[src/logic/gpg_defines.vh]
// Register offsets, reset values and package codes for the general port G block.
`ifndef GPG_DEFINES_VH
`define GPG_DEFINES_VH
`define GPG_OFF_PIN_LEVELS 12'h000
`define GPG_OFF_OUTPUT_LATCH 12'h004
`define GPG_OFF_DIRECTION 12'h008
`define GPG_OFF_PERIPH_CTRL 12'h00C
`define GPG_OFF_PERIPH_STAT 12'h010
`define GPG_RST_LATCH 8'h00
`define GPG_RST_DIRECTION 8'hFF
`define GPG_RST_CTRL 8'h00
`define GPG_PKG_SMALL 2'h0
`define GPG_PKG_MIDDLE 2'h1
`define GPG_PKG_LARGE 2'h2
`define GPG_MASK_SMALL 8'h10
`define GPG_MASK_MIDDLE 8'h1F
`define GPG_MASK_LARGE 8'hFF
// Peripheral control register fields.
`define GPG_CTL_EU3_CMP 0
`define GPG_CTL_EU3_PWMA 1
`define GPG_CTL_CC4_CMP 2
`define GPG_CTL_EU3_PWMD 3
`define GPG_CTL_CC5_CMP 4
`define GPG_CTL_EU1_PWMD 5
`define GPG_CTL_SER_TX 6
`define GPG_CTL_SER_RX 7
`endif

[src/logic/gpg_port.v]
// General-purpose port G: registers, pin drivers and peripheral overrides.
//
// Behaviour
// Width set by package: bit 4 only, bits 4..0, or bits 7..0.
// Direction bit one puts the pin driver in high impedance.
// Direction bit zero drives the pin from its output latch bit.
// Latch register reads return latch contents, not pin levels.
// Enabled peripherals may force pin direction to output or input.
// Forced direction is never stored; direction register reads software values.
// Bit 0 unit-three compare output overrides latch; direction one feeds capture.
// Bit 0 PWM channel A overrides port and parallel data; may float on shutdown.
// Serial transmit or sync data on bits 1 or 2 overrides port data.
// Software sets bit 2 direction to input when sync data receives.
// Bit 1 feeds serial sync clock input in clock-receiving mode with direction one.
// Bit 2 feeds serial receive input when receiver active with direction one.
// Bit 3 compare four output overrides port data; direction one feeds capture.
// Bit 3 PWM channel D overrides port and parallel data; may float on shutdown.
// Bit 4 compare five output overrides port data; direction one feeds capture.
// Bit 4 other unit's PWM channel D overrides data; may float on shutdown.
// Port writes update the latch; port reads return sampled pin levels.
//
// The APB register port and the placing of the registers were left to the implementer.
`include "gpg_defines.vh"
`default_nettype none
module gpg_port #(
    parameter [1:0] PKG_OPTION = `GPG_PKG_LARGE
) (
    // APB slave
    input wire pclk,
    input wire presetn,
    input wire psel,
    input wire penable,
    input wire pwrite,
    input wire [11:0] paddr,
    input wire [31:0] pwdata,
    output reg [31:0] prdata,
    output reg pready,
    output reg pslverr,
    // Pins
    input wire [7:0] pin_in,
    output reg [7:0] pin_out,
    output reg [7:0] pin_oe,
    // Peripheral outputs and shutdown
    input wire enh_capture_unit_three_cmp,
    input wire unit_three_pwm_chan_a,
    input wire unit_three_pwm_chan_d,
    input wire unit_one_pwm_chan_d,
    input wire capture_compare_four_cmp,
    input wire capture_compare_five_cmp,
    input wire unit_three_shutdown_float,
    input wire unit_one_shutdown_float,
    input wire serial_transmit_out,
    input wire serial_sync_data_out,
    input wire serial_sync_mode,
    input wire serial_sync_clock_slave,
    input wire serial_sync_data_drive,
    // Peripheral inputs taken from pins
    output reg enh_capture_unit_three_cap,
    output reg capture_compare_four_cap,
    output reg capture_compare_five_cap,
    output reg serial_sync_clock,
    output reg serial_receive_in
);

    // Pins absent from the chosen package never drive; their level and latch bits read as zero, their direction bits as one.
    localparam [7:0] PMASK = (PKG_OPTION == `GPG_PKG_SMALL) ? `GPG_MASK_SMALL :
                             (PKG_OPTION == `GPG_PKG_MIDDLE) ? `GPG_MASK_MIDDLE :
                             `GPG_MASK_LARGE;

    reg [7:0] output_latch_bits_r;
    reg [7:0] pin_direction_bits_r;
    reg [7:0] periph_ctrl_r;
    reg [7:0] pin_meta_r;
    reg [7:0] pin_level_port_r;
    reg [7:0] pin_out_nxt;
    reg [7:0] pin_oe_nxt;
    reg [31:0] rdata_nxt;
    reg err_nxt;

    wire setup = psel && !penable;
    wire wr_now = psel && penable && pwrite && pready;
    wire [7:0] wbyte = pwdata[7:0] & PMASK;
    wire [7:0] dir = pin_direction_bits_r;
    wire [7:0] ctl = periph_ctrl_r;
    wire sync_data_tx = ctl[`GPG_CTL_SER_TX] && serial_sync_mode && serial_sync_data_drive;

    // Synchroniser; only the second stage is read by logic.
    always @(posedge pclk or negedge presetn) begin
        if (!presetn) begin
            pin_meta_r <= 8'h00;
            pin_level_port_r <= 8'h00;
        end else begin
            pin_meta_r <= pin_in;
            pin_level_port_r <= pin_meta_r & PMASK;
        end
    end

    // Pin driver mux; peripheral overrides never touch the direction register.
    always @* begin
        pin_out_nxt = output_latch_bits_r;
        pin_oe_nxt = ~dir;
        // Bit 0: PWM channel A wins over compare output and latch.
        if (ctl[`GPG_CTL_EU3_PWMA] && !dir[0]) begin
            pin_out_nxt[0] = unit_three_pwm_chan_a;
            pin_oe_nxt[0] = !unit_three_shutdown_float;
        end else if (ctl[`GPG_CTL_EU3_CMP] && !dir[0]) begin
            pin_out_nxt[0] = enh_capture_unit_three_cmp;
        end
        // Serial outputs drive even with direction set to input.
        if (ctl[`GPG_CTL_SER_TX]) begin
            if (serial_sync_mode) begin
                if (!serial_sync_clock_slave) begin
                    pin_out_nxt[1] = serial_transmit_out;
                    pin_oe_nxt[1] = 1'b1;
                end
            end else begin
                pin_out_nxt[1] = serial_transmit_out;
                pin_oe_nxt[1] = 1'b1;
            end
        end
        if (sync_data_tx) begin
            pin_out_nxt[2] = serial_sync_data_out;
            pin_oe_nxt[2] = 1'b1;
        end
        // Bit 3.
        if (ctl[`GPG_CTL_EU3_PWMD] && !dir[3]) begin
            pin_out_nxt[3] = unit_three_pwm_chan_d;
            pin_oe_nxt[3] = !unit_three_shutdown_float;
        end else if (ctl[`GPG_CTL_CC4_CMP] && !dir[3]) begin
            pin_out_nxt[3] = capture_compare_four_cmp;
        end
        // Bit 4.
        if (ctl[`GPG_CTL_EU1_PWMD] && !dir[4]) begin
            pin_out_nxt[4] = unit_one_pwm_chan_d;
            pin_oe_nxt[4] = !unit_one_shutdown_float;
        end else if (ctl[`GPG_CTL_CC5_CMP] && !dir[4]) begin
            pin_out_nxt[4] = capture_compare_five_cmp;
        end
        pin_out_nxt = pin_out_nxt & PMASK;
        pin_oe_nxt = pin_oe_nxt & PMASK;
    end

    // Read mux for the access phase.
    always @* begin
        rdata_nxt = 32'h0000_0000;
        err_nxt = 1'b0;
        case (paddr)
            `GPG_OFF_PIN_LEVELS: rdata_nxt[7:0] = pin_level_port_r;
            `GPG_OFF_OUTPUT_LATCH: rdata_nxt[7:0] = output_latch_bits_r;
            `GPG_OFF_DIRECTION: rdata_nxt[7:0] = pin_direction_bits_r;
            `GPG_OFF_PERIPH_CTRL: rdata_nxt[7:0] = periph_ctrl_r;
            `GPG_OFF_PERIPH_STAT: rdata_nxt[7:0] = pin_oe_nxt;
            default: err_nxt = 1'b1;
        endcase
    end

    // APB: one wait-free access phase; pready rises the cycle after setup.
    always @(posedge pclk or negedge presetn) begin
        if (!presetn) begin
            pready <= 1'b0;
            prdata <= 32'h0000_0000;
            pslverr <= 1'b0;
        end else begin
            pready <= setup;
            pslverr <= setup & err_nxt;
            if (setup && !pwrite) begin
                prdata <= rdata_nxt;
            end else if (!setup) begin
                prdata <= 32'h0000_0000;
            end
        end
    end

    always @(posedge pclk or negedge presetn) begin
        if (!presetn) begin
            output_latch_bits_r <= `GPG_RST_LATCH;
            pin_direction_bits_r <= `GPG_RST_DIRECTION;
            periph_ctrl_r <= `GPG_RST_CTRL;
        end else if (wr_now) begin
            case (paddr)
                // Both the port and latch offsets write the latch.
                `GPG_OFF_PIN_LEVELS: output_latch_bits_r <= wbyte;
                `GPG_OFF_OUTPUT_LATCH: output_latch_bits_r <= wbyte;
                `GPG_OFF_DIRECTION: pin_direction_bits_r <= wbyte | ~PMASK;
                `GPG_OFF_PERIPH_CTRL: periph_ctrl_r <= pwdata[7:0];
                default: periph_ctrl_r <= periph_ctrl_r;
            endcase
        end
    end

    // Registered pin drivers and peripheral inputs.
    always @(posedge pclk or negedge presetn) begin
        if (!presetn) begin
            pin_out <= 8'h00;
            pin_oe <= 8'h00;
            enh_capture_unit_three_cap <= 1'b0;
            capture_compare_four_cap <= 1'b0;
            capture_compare_five_cap <= 1'b0;
            serial_sync_clock <= 1'b0;
            serial_receive_in <= 1'b1;
        end else begin
            pin_out <= pin_out_nxt;
            pin_oe <= pin_oe_nxt;
            enh_capture_unit_three_cap <= dir[0] & pin_level_port_r[0];
            capture_compare_four_cap <= dir[3] & pin_level_port_r[3];
            capture_compare_five_cap <= dir[4] & pin_level_port_r[4];
            // Clock-receiving sync mode takes the clock from bit 1.
            serial_sync_clock <= serial_sync_mode & serial_sync_clock_slave & dir[1]
                & pin_level_port_r[1];
            // Receive path is idle high unless the receiver owns bit 2.
            serial_receive_in <= (ctl[`GPG_CTL_SER_RX] && dir[2]) ? pin_level_port_r[2] : 1'b1;
        end
    end

endmodule
`default_nettype wire

[config.mk]
export PLATFORM = sky130hd
export DESIGN_NAME = gpg_port
export DESIGN_NICKNAME = d
export VERILOG_FILES = /design/src/logic/gpg_port.v
export VERILOG_INCLUDE_DIRS = /design/src /design/src/logic
export SDC_FILE = /design/constraint.sdc
export NUM_CORES = 1
export LEC_CHECK = 0
export BUFFER_PORTS_ARGS = -buffer_cell sky130_fd_sc_hd__buf_2
export CAP_MARGIN = 20
export CORE_MARGIN = 1
export CORE_UTILIZATION = 40
export CTS_CLUSTER_SIZE = 25
export DETAILED_ROUTE_END_ITERATION = 8
export GPL_TIMING_DRIVEN = 0
export PLACE_DENSITY = 0.75
export SYNTH_ARGS = -nofsm -noshare
export SYNTH_HDL_FRONTEND = slang
export SYNTH_SLANG_ARGS = --single-unit
[constraint.sdc]
create_clock -name pclk -period 3.83 [get_ports pclk]
set_clock_uncertainty 0.2 [all_clocks]
set_input_delay 0.383 -clock pclk [delete_from_list [all_inputs] [get_ports pclk]]
set_output_delay 0.383 -clock pclk [all_outputs]
set_load 0.03 [all_outputs]
## Yosys cells after proc, flatten, opt, wreduce, memory -nomap -nowiden

Cells that the tools add are included.
W data, S select, Z words.

- Eq/ne operators: 5
- Mux-type cells: 22
- Bitwise gates (word level): 8
- Reductions and logical operators: 27

Operators by type and width:

| kind | count |
|---|---|
| $mux W32 | 2 |
| $pmux W8 S5 | 1 |
| $eq A12 B4 Y1 const B | 2 |
| $mux W1 | 19 |
| $logic_and A1 B1 Y1 | 14 |
| $eq A12 B3 Y1 const B | 1 |
| $eq A12 B5 Y1 const B | 1 |
| $logic_not A12 Y1 | 1 |
| $not A8 Y8 | 1 |
| $and A1 B1 Y1 | 7 |
| $logic_not A1 Y1 | 7 |
| $reduce_and A2 Y1 | 3 |
| $reduce_or A5 Y1 | 1 |
| $ne A2 B1 Y1 const B | 1 |
| $reduce_or A2 Y1 | 1 |

- Bits in registers: 95
- Input bits: 70
- Output and inout port bits: 55
- Logic and storage cells: 77

## Longest topological paths before layout

Gate-level depths: netlist (run 1).

- Depth in word-level cells: 6
- Depth in mapped cells: 6
- Depth with buffers taken out: 4

## Worst setup path after synthesis (run 1)

OpenSTA, ideal clock, no wires.

- Kind: input port to flip-flop
- Start: in paddr[9]
- End: reg pin_direction_bits_r[0], in the netlist dir[0]
- Library setup time: 0.082 ns
- Arrival time: 2.303 ns
- Required time: 3.548 ns
- Path slack: 1.245 ns
- Stages: 5
- Buffers on the path: 1
- Path through: or4_1 -> clkbuf_2 -> or4_4 -> nor3b_4 -> mux2_2

- Cells in the longest elaborated chain, start to end: 2

Ends and longest elaborated chain:

| item | RTL line | source |
|---|---|---|
| start, declared | gpg_port.v:34 | `input wire [11:0] paddr,` |
| $eq A12 B4 Y1 | gpg_port.v:180 | `case (paddr)` |
| $reduce_and A2 Y1 (no line) | -- |  |
| end signal, assigned | gpg_port.v:177 | `` pin_direction_bits_r <= `GPG_RST_DIRECTION; `` |
| end signal, assigned | gpg_port.v:184 | `` `GPG_OFF_DIRECTION: pin_direction_bits_r <= wbyte \| ~PMASK; `` |
| end, declared | gpg_port.v:71 | `reg [7:0] pin_direction_bits_r;` |

Every way passes these cells.
A chain may end at the register's enable or synchronous reset.

## Worst setup path in the final report (run 1)

- Start: in paddr[9]
- End: reg pin_direction_bits_r[4], in the netlist dir[4]

Same word-level chain as after synthesis.

==> run metrics, run 1 <==
maximum clock frequency=between 300 and 400 MHz; slew at the pin closest to its max-slew limit=0.852 ns; RSZ-0062 raised after global routing=false; fill count=662; via count of the routed design=2,152; startpoint types=input port; total negative slack for setup checks=0 ns; crit end category=register; post-DR wirelength/cell=14.5 um; Horiz. Die Dim=between 80 and 90 um; Cells on Worst Hold Path=2; H-tree Lvls=3; Final Cycle Share=0.682; areal power density over the cells=368 mW/mm^2; Layout Area Growth over Synthesis=27.8%; Worst Reg-to-Reg Cells=4; Peak supply drop=0.168 mV; synthesized-area fraction occupied by ao, oa, aoi and oai cells=0.0679; Clock Tree Buf Depth=2; Final Setup Violations=0; IO Pins=125; Mapped Avg Cell Area=13.1 sq um; Critical path origin=paddr[9]; TritonCTS Sinks=71; die outline height=between 80 and 90 um; Initial Utilization=0.414; YS warnings=0; Synth Area in XOR/XNOR=0; FF+latch count, synth=71; arrival time of data at the critical path endpoint=2.67 ns; leakage power=~0.0019 uW; clock transition at the register clock pins on the worst setup and hold paths after CTS=0.06 ns; power share of the combinational group=0.098; net switching fraction of the power=0.245; post-layout net count=around 420; proportion of power drawn by the clock network=0.360; library cell used as clock root buffer=clkbuf_8; largest family of logic cells by synthesized area=multiplexers; Gate Count Post-Synth=229; multiplexer share of the synthesized area=0.158; total die area=around 0.008 sq mm; wire length reported by the detailed router=around 6500 um; global-route usage over all layers=0.177; HP Start=unit_one_shutdown_float; result of the run=finished clean; overall overflow remaining after global route=0; Async SR Flop Fraction=1.00; count of pins over their slew limit=0; first-pass detailed-route iteration total=4; number of max-cap violations=0; last weighted congestion value of the routability-driven placer=between 0.7 and 0.8; global-route wire length before repair=10,100 um; final worst setup slack=around 1.2 ns; internal power consumption=about 1100 uW; share of synthesized cell area in and, or, nand and nor gates=0.102; remaining max-slew budget at the tightest pin=0.432; capturing instance or port of the critical path=dir[4]; number of antenna violations at the first check in global routing=0; Final Critical Period=2.61 ns; adder-cell area share of the yosys netlist=0; portion of the post-synthesis area used by sequential elements=0.595; floorplan core area=0.00725 sq mm; endpoint of the worst register-to-register path=dir[4]; # rows=31; proportion of layout cells with a drive suffix above 1=0.470; initial drt markers=74; Avg Vias per Cell=roughly 4.8; number of nets with antenna violations after detailed routing=0; setup fix buffers added after clock tree synthesis=0; critical-path maximum fanout=8; most frequently used flop master after synthesis=dfrtp_1; area of the multi-input gates=approximately 0.0011 sq mm; half-perimeter wire length after placement=4530 um; final hold violations=0; required time at the worst-slack endpoint=3.89 ns; Worst Setup Slack post-DPL=0.885 ns; number of remaining DRC errors=0; clock latency on the worst-skew pair=0.33 ns; number of global-route vias before repair=2,126; unique cell type count in the Yosys netlist=38; flop2flop setup slack=between 1.5 and 2 ns; Buffers on Ports=74; power dissipated by switching net loads=346 uW; Flop pwr share=0.542; footprint of the flip-flops and latches=0.00179 sq mm; mapped cell area=roughly 0.0030 sq mm; number of enable flip-flop cells after synthesis=0; count of inserted antenna diode cells=0; Num CTS Buffers=9; worst min path class=input port to register; CTS tree=done; startpoint of the worst-slack reg-to-reg timing path=pready; type of the worst setup path=input port to register; maximum number of pins on one net before global-route repair=72
==> critical path: stages <==
cell,delay [ns]
buf_2,0.10
or4_1,0.52
clkbuf_2,0.17
or4_4,0.55
nor3b_4,0.54
mux2_2,0.40
==> stage by stage <==
stage	instance area, sq um	power (uW)	instances	utilization	hold WS (ns)
finish	3840	1410	450	0.529	0.0443
global route	3840	1480	450	0.529	0.0374
CTS	3840	1430	450	0.529	0.0234
detailed placement	3590	911	425	0.494	0.135
global placement	3580	908	425	0.494	0.134
floorplan	3090	859	252	-	-0.113
==> logic make-up (layout without fill, tap and decap cells) <==
kind of cell	count (synthesis)	count (layout)
compound gates	33	33
buf+inv	36	135
flops	71	71
mux	37	37
other cells	1	24
simple gates	51	51
==> per-layer routing <==
metal | vias to the layer above | GRT usage | share of wire
met5 | - | 0 | 0
met3 | 7 | 0.0513 | 0.053
li1 | 1007 | - | -
met2 | 77 | 0.297 | 0.51
met1 | 1061 | 0.220 | 0.43
met4 | 0 | 0.0572 | 0.011
==> layout by cell type (no fill, tap or decap), types with 3 or more instances in the layout <==
cell,count
buf_2,74
dfrtp_1,62
mux2_2,32
buf_4,25
conb_1,24
o21ai_0,11
clkbuf_8,10
a21oi_1,9
nand2_1,9
dfstp_2,9
dlygate4sd3_1,9
nand3_1,8
clkbuf_1,8
nor2_1,6
inv_1,5
mux4_2,5
a221oi_1,5
nor4_1,4
and2_1,3
and3b_1,3
nor3b_1,3
a21boi_0,3
a31oi_1,3
==> layout make-up <==
class | count | area share
Clock inverter | 2 | 0.00261
Tap cell | 99 | 0.0323
Inverter | 5 | 0.00489
Multi-Input combinational cell | 145 | 0.280
Sequential cell | 71 | 0.466
Buffer | 31 | 0.0544
Timing Repair Buffer | 83 | 0.121
Clock buffer | 14 | 0.0398
==> power by group through the flow <==
| stage | clock network [uW] | registers, uW | logic, uW |
|---|---|---|---|
| after floorplan | 0 | 784 | 75.3 |
| after global placement | 0 | 779 | 130 |
| after detailed placement | 0 | 779 | 132 |
| after CTS | 521 | 765 | 140 |
| after global routing | 558 | 766 | 152 |
| final | 509 | 765 | 139 |
==> registers in the layout, summed over array words and instances, names as in the netlist <==
signal                      cells
ctl                             8
dir                             8
output_latch_bits_r             8
pin_level_port_r                8
pin_meta_r                      8
pin_oe                          8
pin_out                         8
prdata                          8
capture_compare_five_cap        1
capture_compare_four_cap        1
enh_capture_unit_three_cap      1
pready                          1
pslverr                         1
serial_receive_in               1
serial_sync_clock               1
==> cell usage after synthesis (all sizes together) (2+ instances only) <==
cell    instances  area [sq um]
nand3           8          40.0
nor4            4          25.0
dfrtp          62          1550
clkbuf          5          20.0
inv             5          18.8
and3b           3          26.3
nand2           9          33.8
dfstp           9           236
o21ai          11          55.1
mux4            5           113
buf            26           189
mux2           32           360
and2            3          18.8
a221oi          5          43.8
a31oi           3          18.8
or4             2          18.8
a21oi           9          45.0
or3             2          12.5
or2             2          12.5
a21boi          3          22.5
nor2            7          28.8
nor3b           4          41.3
==> worst min path at each step <==
stage	to	slack (ns)
floorplan	capture_compare_five_cap	-0.11
global placement	pin_level_port_r[4]	0.13
detailed placement	pin_level_port_r[1]	0.13
CTS	pin_oe[4]	0.02
global route	pin_oe[4]	0.04
finish	pin_oe[4]	0.04
==> timing repair <==
action                    CTS  global route
hold endpoints to repair   30             0
hold buffers                9             0
gates resized for setup     0             0
No activity file was read; power rests on OpenSTA's default activity.
==> run 2: changes to the inputs <==
--- a/config.mk
+++ b/config.mk
@@ -6,6 +6,7 @@
 export SDC_FILE = /design/constraint.sdc
 export NUM_CORES = 1
 export LEC_CHECK = 0
+export ABC_AREA = 1
 export BUFFER_PORTS_ARGS = -buffer_cell sky130_fd_sc_hd__buf_2
 export CAP_MARGIN = 20
 export CORE_MARGIN = 1
@@ -13,7 +14,7 @@
 export CTS_CLUSTER_SIZE = 25
 export DETAILED_ROUTE_END_ITERATION = 8
 export GPL_TIMING_DRIVEN = 0
-export PLACE_DENSITY = 0.75
+export PLACE_DENSITY = 0.76
 export SYNTH_ARGS = -nofsm -noshare
 export SYNTH_HDL_FRONTEND = slang
 export SYNTH_SLANG_ARGS = --single-unit
==> constraint.sdc (replaced) <==
create_clock -name pclk -period 2.3 [get_ports pclk]
set_clock_uncertainty 0.2 [all_clocks]
set_input_delay 0.23 -clock pclk [delete_from_list [all_inputs] [get_ports pclk]]
set_output_delay 0.23 -clock pclk [all_outputs]
set_load 0.03 [all_outputs]
==> run metrics, run 2 <==
result of the run=finished clean; multiplexer share of the synthesized area=0; critical-path maximum fanout=10; largest family of logic cells by synthesized area=simple AND/OR/NAND/NOR gates; mapped cell area=0.00318 sq mm; TritonCTS Sinks=71; Mapped Avg Cell Area=9.25 sq um; Final Critical Period=2.07 ns; Initial Utilization=0.412; final total power=around 2700 uW; last weighted congestion value of the routability-driven placer=0.833; required time at the worst-slack endpoint=2.38 ns; leakage power=0.00237 uW; critical path's slowest cell=dlygate4sd3_1; post-DR wirelength/cell=roughly 13 um; IO Pins=125; most repeated cell in the gate-level netlist after synthesis=nand2_1; leading post-synthesis cells by cell area=dfrtp_1 (49%), nand2_1 (8.1%), nand3_1 (8.0%), dfstp_2 (7.4%), buf_4 (6.6%); proportion of layout cells with a drive suffix above 1=0.318; Peak supply drop=approximately 0.39 mV; Worst path top cell family by delay=buffers and inverters; Slowest Stage Delay on Critical Path=approximately 0.53 ns; number of global-route vias before repair=roughly 2,800; Gate Count Post-Synth=344; Cell Chain, Critical Path=dlygate4sd3_1 -> buf_2 -> nand4_1 -> nor4_4 -> buf_4 -> nand2_1 -> o21ai_1; total die area=0.00831 sq mm; via count of the routed design=2,716; Num CTS Buffers=9; commonest non-fill, non-tap cells in the layout=buf_2 (76), nand2_1 (69), dfrtp_1 (62); final hold violations=0; final instance count without filler cells=roughly 590; slew at the pin closest to its max-slew limit=0.869 ns; Clock Tree Buf Depth=2; count of pins over their slew limit=0; Synth Area in XOR/XNOR=0; wire length reported by the detailed router=7670 um; RSZ-0062 raised after global routing=false; adder-cell area share of the yosys netlist=0; die outline height=just over 90 um; global-route usage over all layers=0.201; crit end category=register; Horiz. Die Dim=91.2 um; H-tree Lvls=3; # rows=32; remaining max-slew budget at the tightest pin=0.421; worst min path class=input port to register; most frequently used flop master after synthesis=dfrtp_1; initial drt markers=174; library cell used as clock root buffer=clkbuf_8; Buffers on Ports=76; type of the worst setup path=input port to register; post-layout net count=between 500 and 600; Layout Area Growth over Synthesis=35.8%; synthesized-area fraction occupied by ao, oa, aoi and oai cells=0.0921; clock latency on the worst-skew pair=around 0.35 ns; first-pass detailed-route iteration total=6; arrival time of data at the critical path endpoint=2.14 ns; count of inserted antenna diode cells=0; number of nets with antenna violations after detailed routing=0; fraction of synthesized cell area taken by the top area cell type=0.488; total placed cells including tap cells=about 550; number of antenna violations at the first check in global routing=0; maximum number of pins on one net before global-route repair=72; Final Setup Violations=0; share of synthesized cell area in and, or, nand and nor gates=0.224; YS warnings=0; portion of the post-synthesis area used by sequential elements=0.562; number of max-cap violations=0; total negative slack for setup checks=0 ns; FF+latch count, synth=slightly above 70; Avg Vias per Cell=around 4.6; commonest non-fill, non-tap cell in the layout=buf_2; half-perimeter wire length after placement=5260 um; Final Cycle Share=0.898; clock transition at the register clock pins on the worst setup and hold paths after CTS=0.07 ns; CTS tree=done; maximum clock frequency=484 MHz; number of remaining DRC errors=0; number of gates resized after CTS=0; global-route wire length before repair=12,800 um; areal power density over the cells=617 mW/mm^2; library cell occupying the most area in the post-synthesis netlist=dfrtp_1; number of enable flip-flop cells after synthesis=0; floorplan core area=0.00773 sq mm; overall overflow remaining after global route=0; CP Buf/Inv Count=3; unique cell type count in the Yosys netlist=25; ranking of synthesized cells by instance count=nand2_1 (69), dfrtp_1 (62), nand3_1 (51); Async SR Flop Fraction=1.00; startpoint types=input port
run 2: cell types whose count changed after synthesis, sizes merged, moves of 20 or more:
cell | before | now
nand3 | 8 | 51
nand2 | 9 | 73
mux2 | 32 | 0
inv | 5 | 38
o21ai | 11 | 33
nor2 | 7 | 27
run 2: worst register-to-register path, cell delays in order (launching register included):
cell     delay (ns)
dfrtp_1        0.35
nand4_1        0.32
nor4_4         0.51
buf_4          0.29
nand2_1        0.07
o21ai_1        0.09
run 2: final cells by class:
| cell class | count | area (sq um) |
|---|---|---|
| clock buffer | 11 | 151 |
| sequential | 71 | 1790 |
| inverter | 38 | 143 |
| timing repair buffer | 107 | 693 |
| fill | 694 | 3410 |
| clock inverter | 5 | 80.1 |
| buffer | 32 | 241 |
| tap | 102 | 128 |
| multi-input combinational | 226 | 1090 |
run 2: layer usage:
layer / GRT usage / wire length, um
met5: 0 / 0
met4: 0.111 / 182
met3: 0.0469 / 426
met2: 0.325 / 3720
met1: 0.247 / 3340
run 2: what timing repair did:
| item | 4_1_cts | 5_1_grt |
|---|---|---|
| buffers inserted | 0 | 0 |
| hold buffers | 31 | 0 |
| endpoints found under the hold margin | 100 | 0 |
run 2: per-stage QoR:
stage / cell area [sq um] / setup WS (ns) / hold slack (ns) / util
global route: 4320 / 0.118 / 0.0402 / 0.559
finish: 4320 / 0.234 / 0.00836 / 0.559
detailed placement: 3780 / 0.393 / 0.136 / 0.489
floorplan: 3270 / 0.569 / -0.266 / -
CTS: 4320 / 0.256 / 0.000663 / 0.559
global placement: 3770 / 0.438 / 0.133 / 0.489
run 2: cell families after synthesis:
group	after synthesis
DFF	71
and+or+nand+nor	154
other	1
buffers and inverters	70
AOI/OAI and AO/OA	48
run 2: power breakdown:
part / switching (uW) / internal, uW
clock: 470 / 667
sequential: 7.46 / 1270
combinational: 151 / 100
run 2: final timing paths:
path	from	to	slack, ns	depth (start not counted)
max	penable	dir[6]	0.23	7
min in group asynchronous	presetn	enh_capture_unit_three_cap	0.35	2
max reg2reg	pready	dir[6]	0.39	5
max in group asynchronous	presetn	pin_out[6]	1.00	2
min	serial_sync_mode	pin_oe[2]	0.008	3
min reg2reg	pin_meta_r[3]	pin_level_port_r[3]	0.15	0
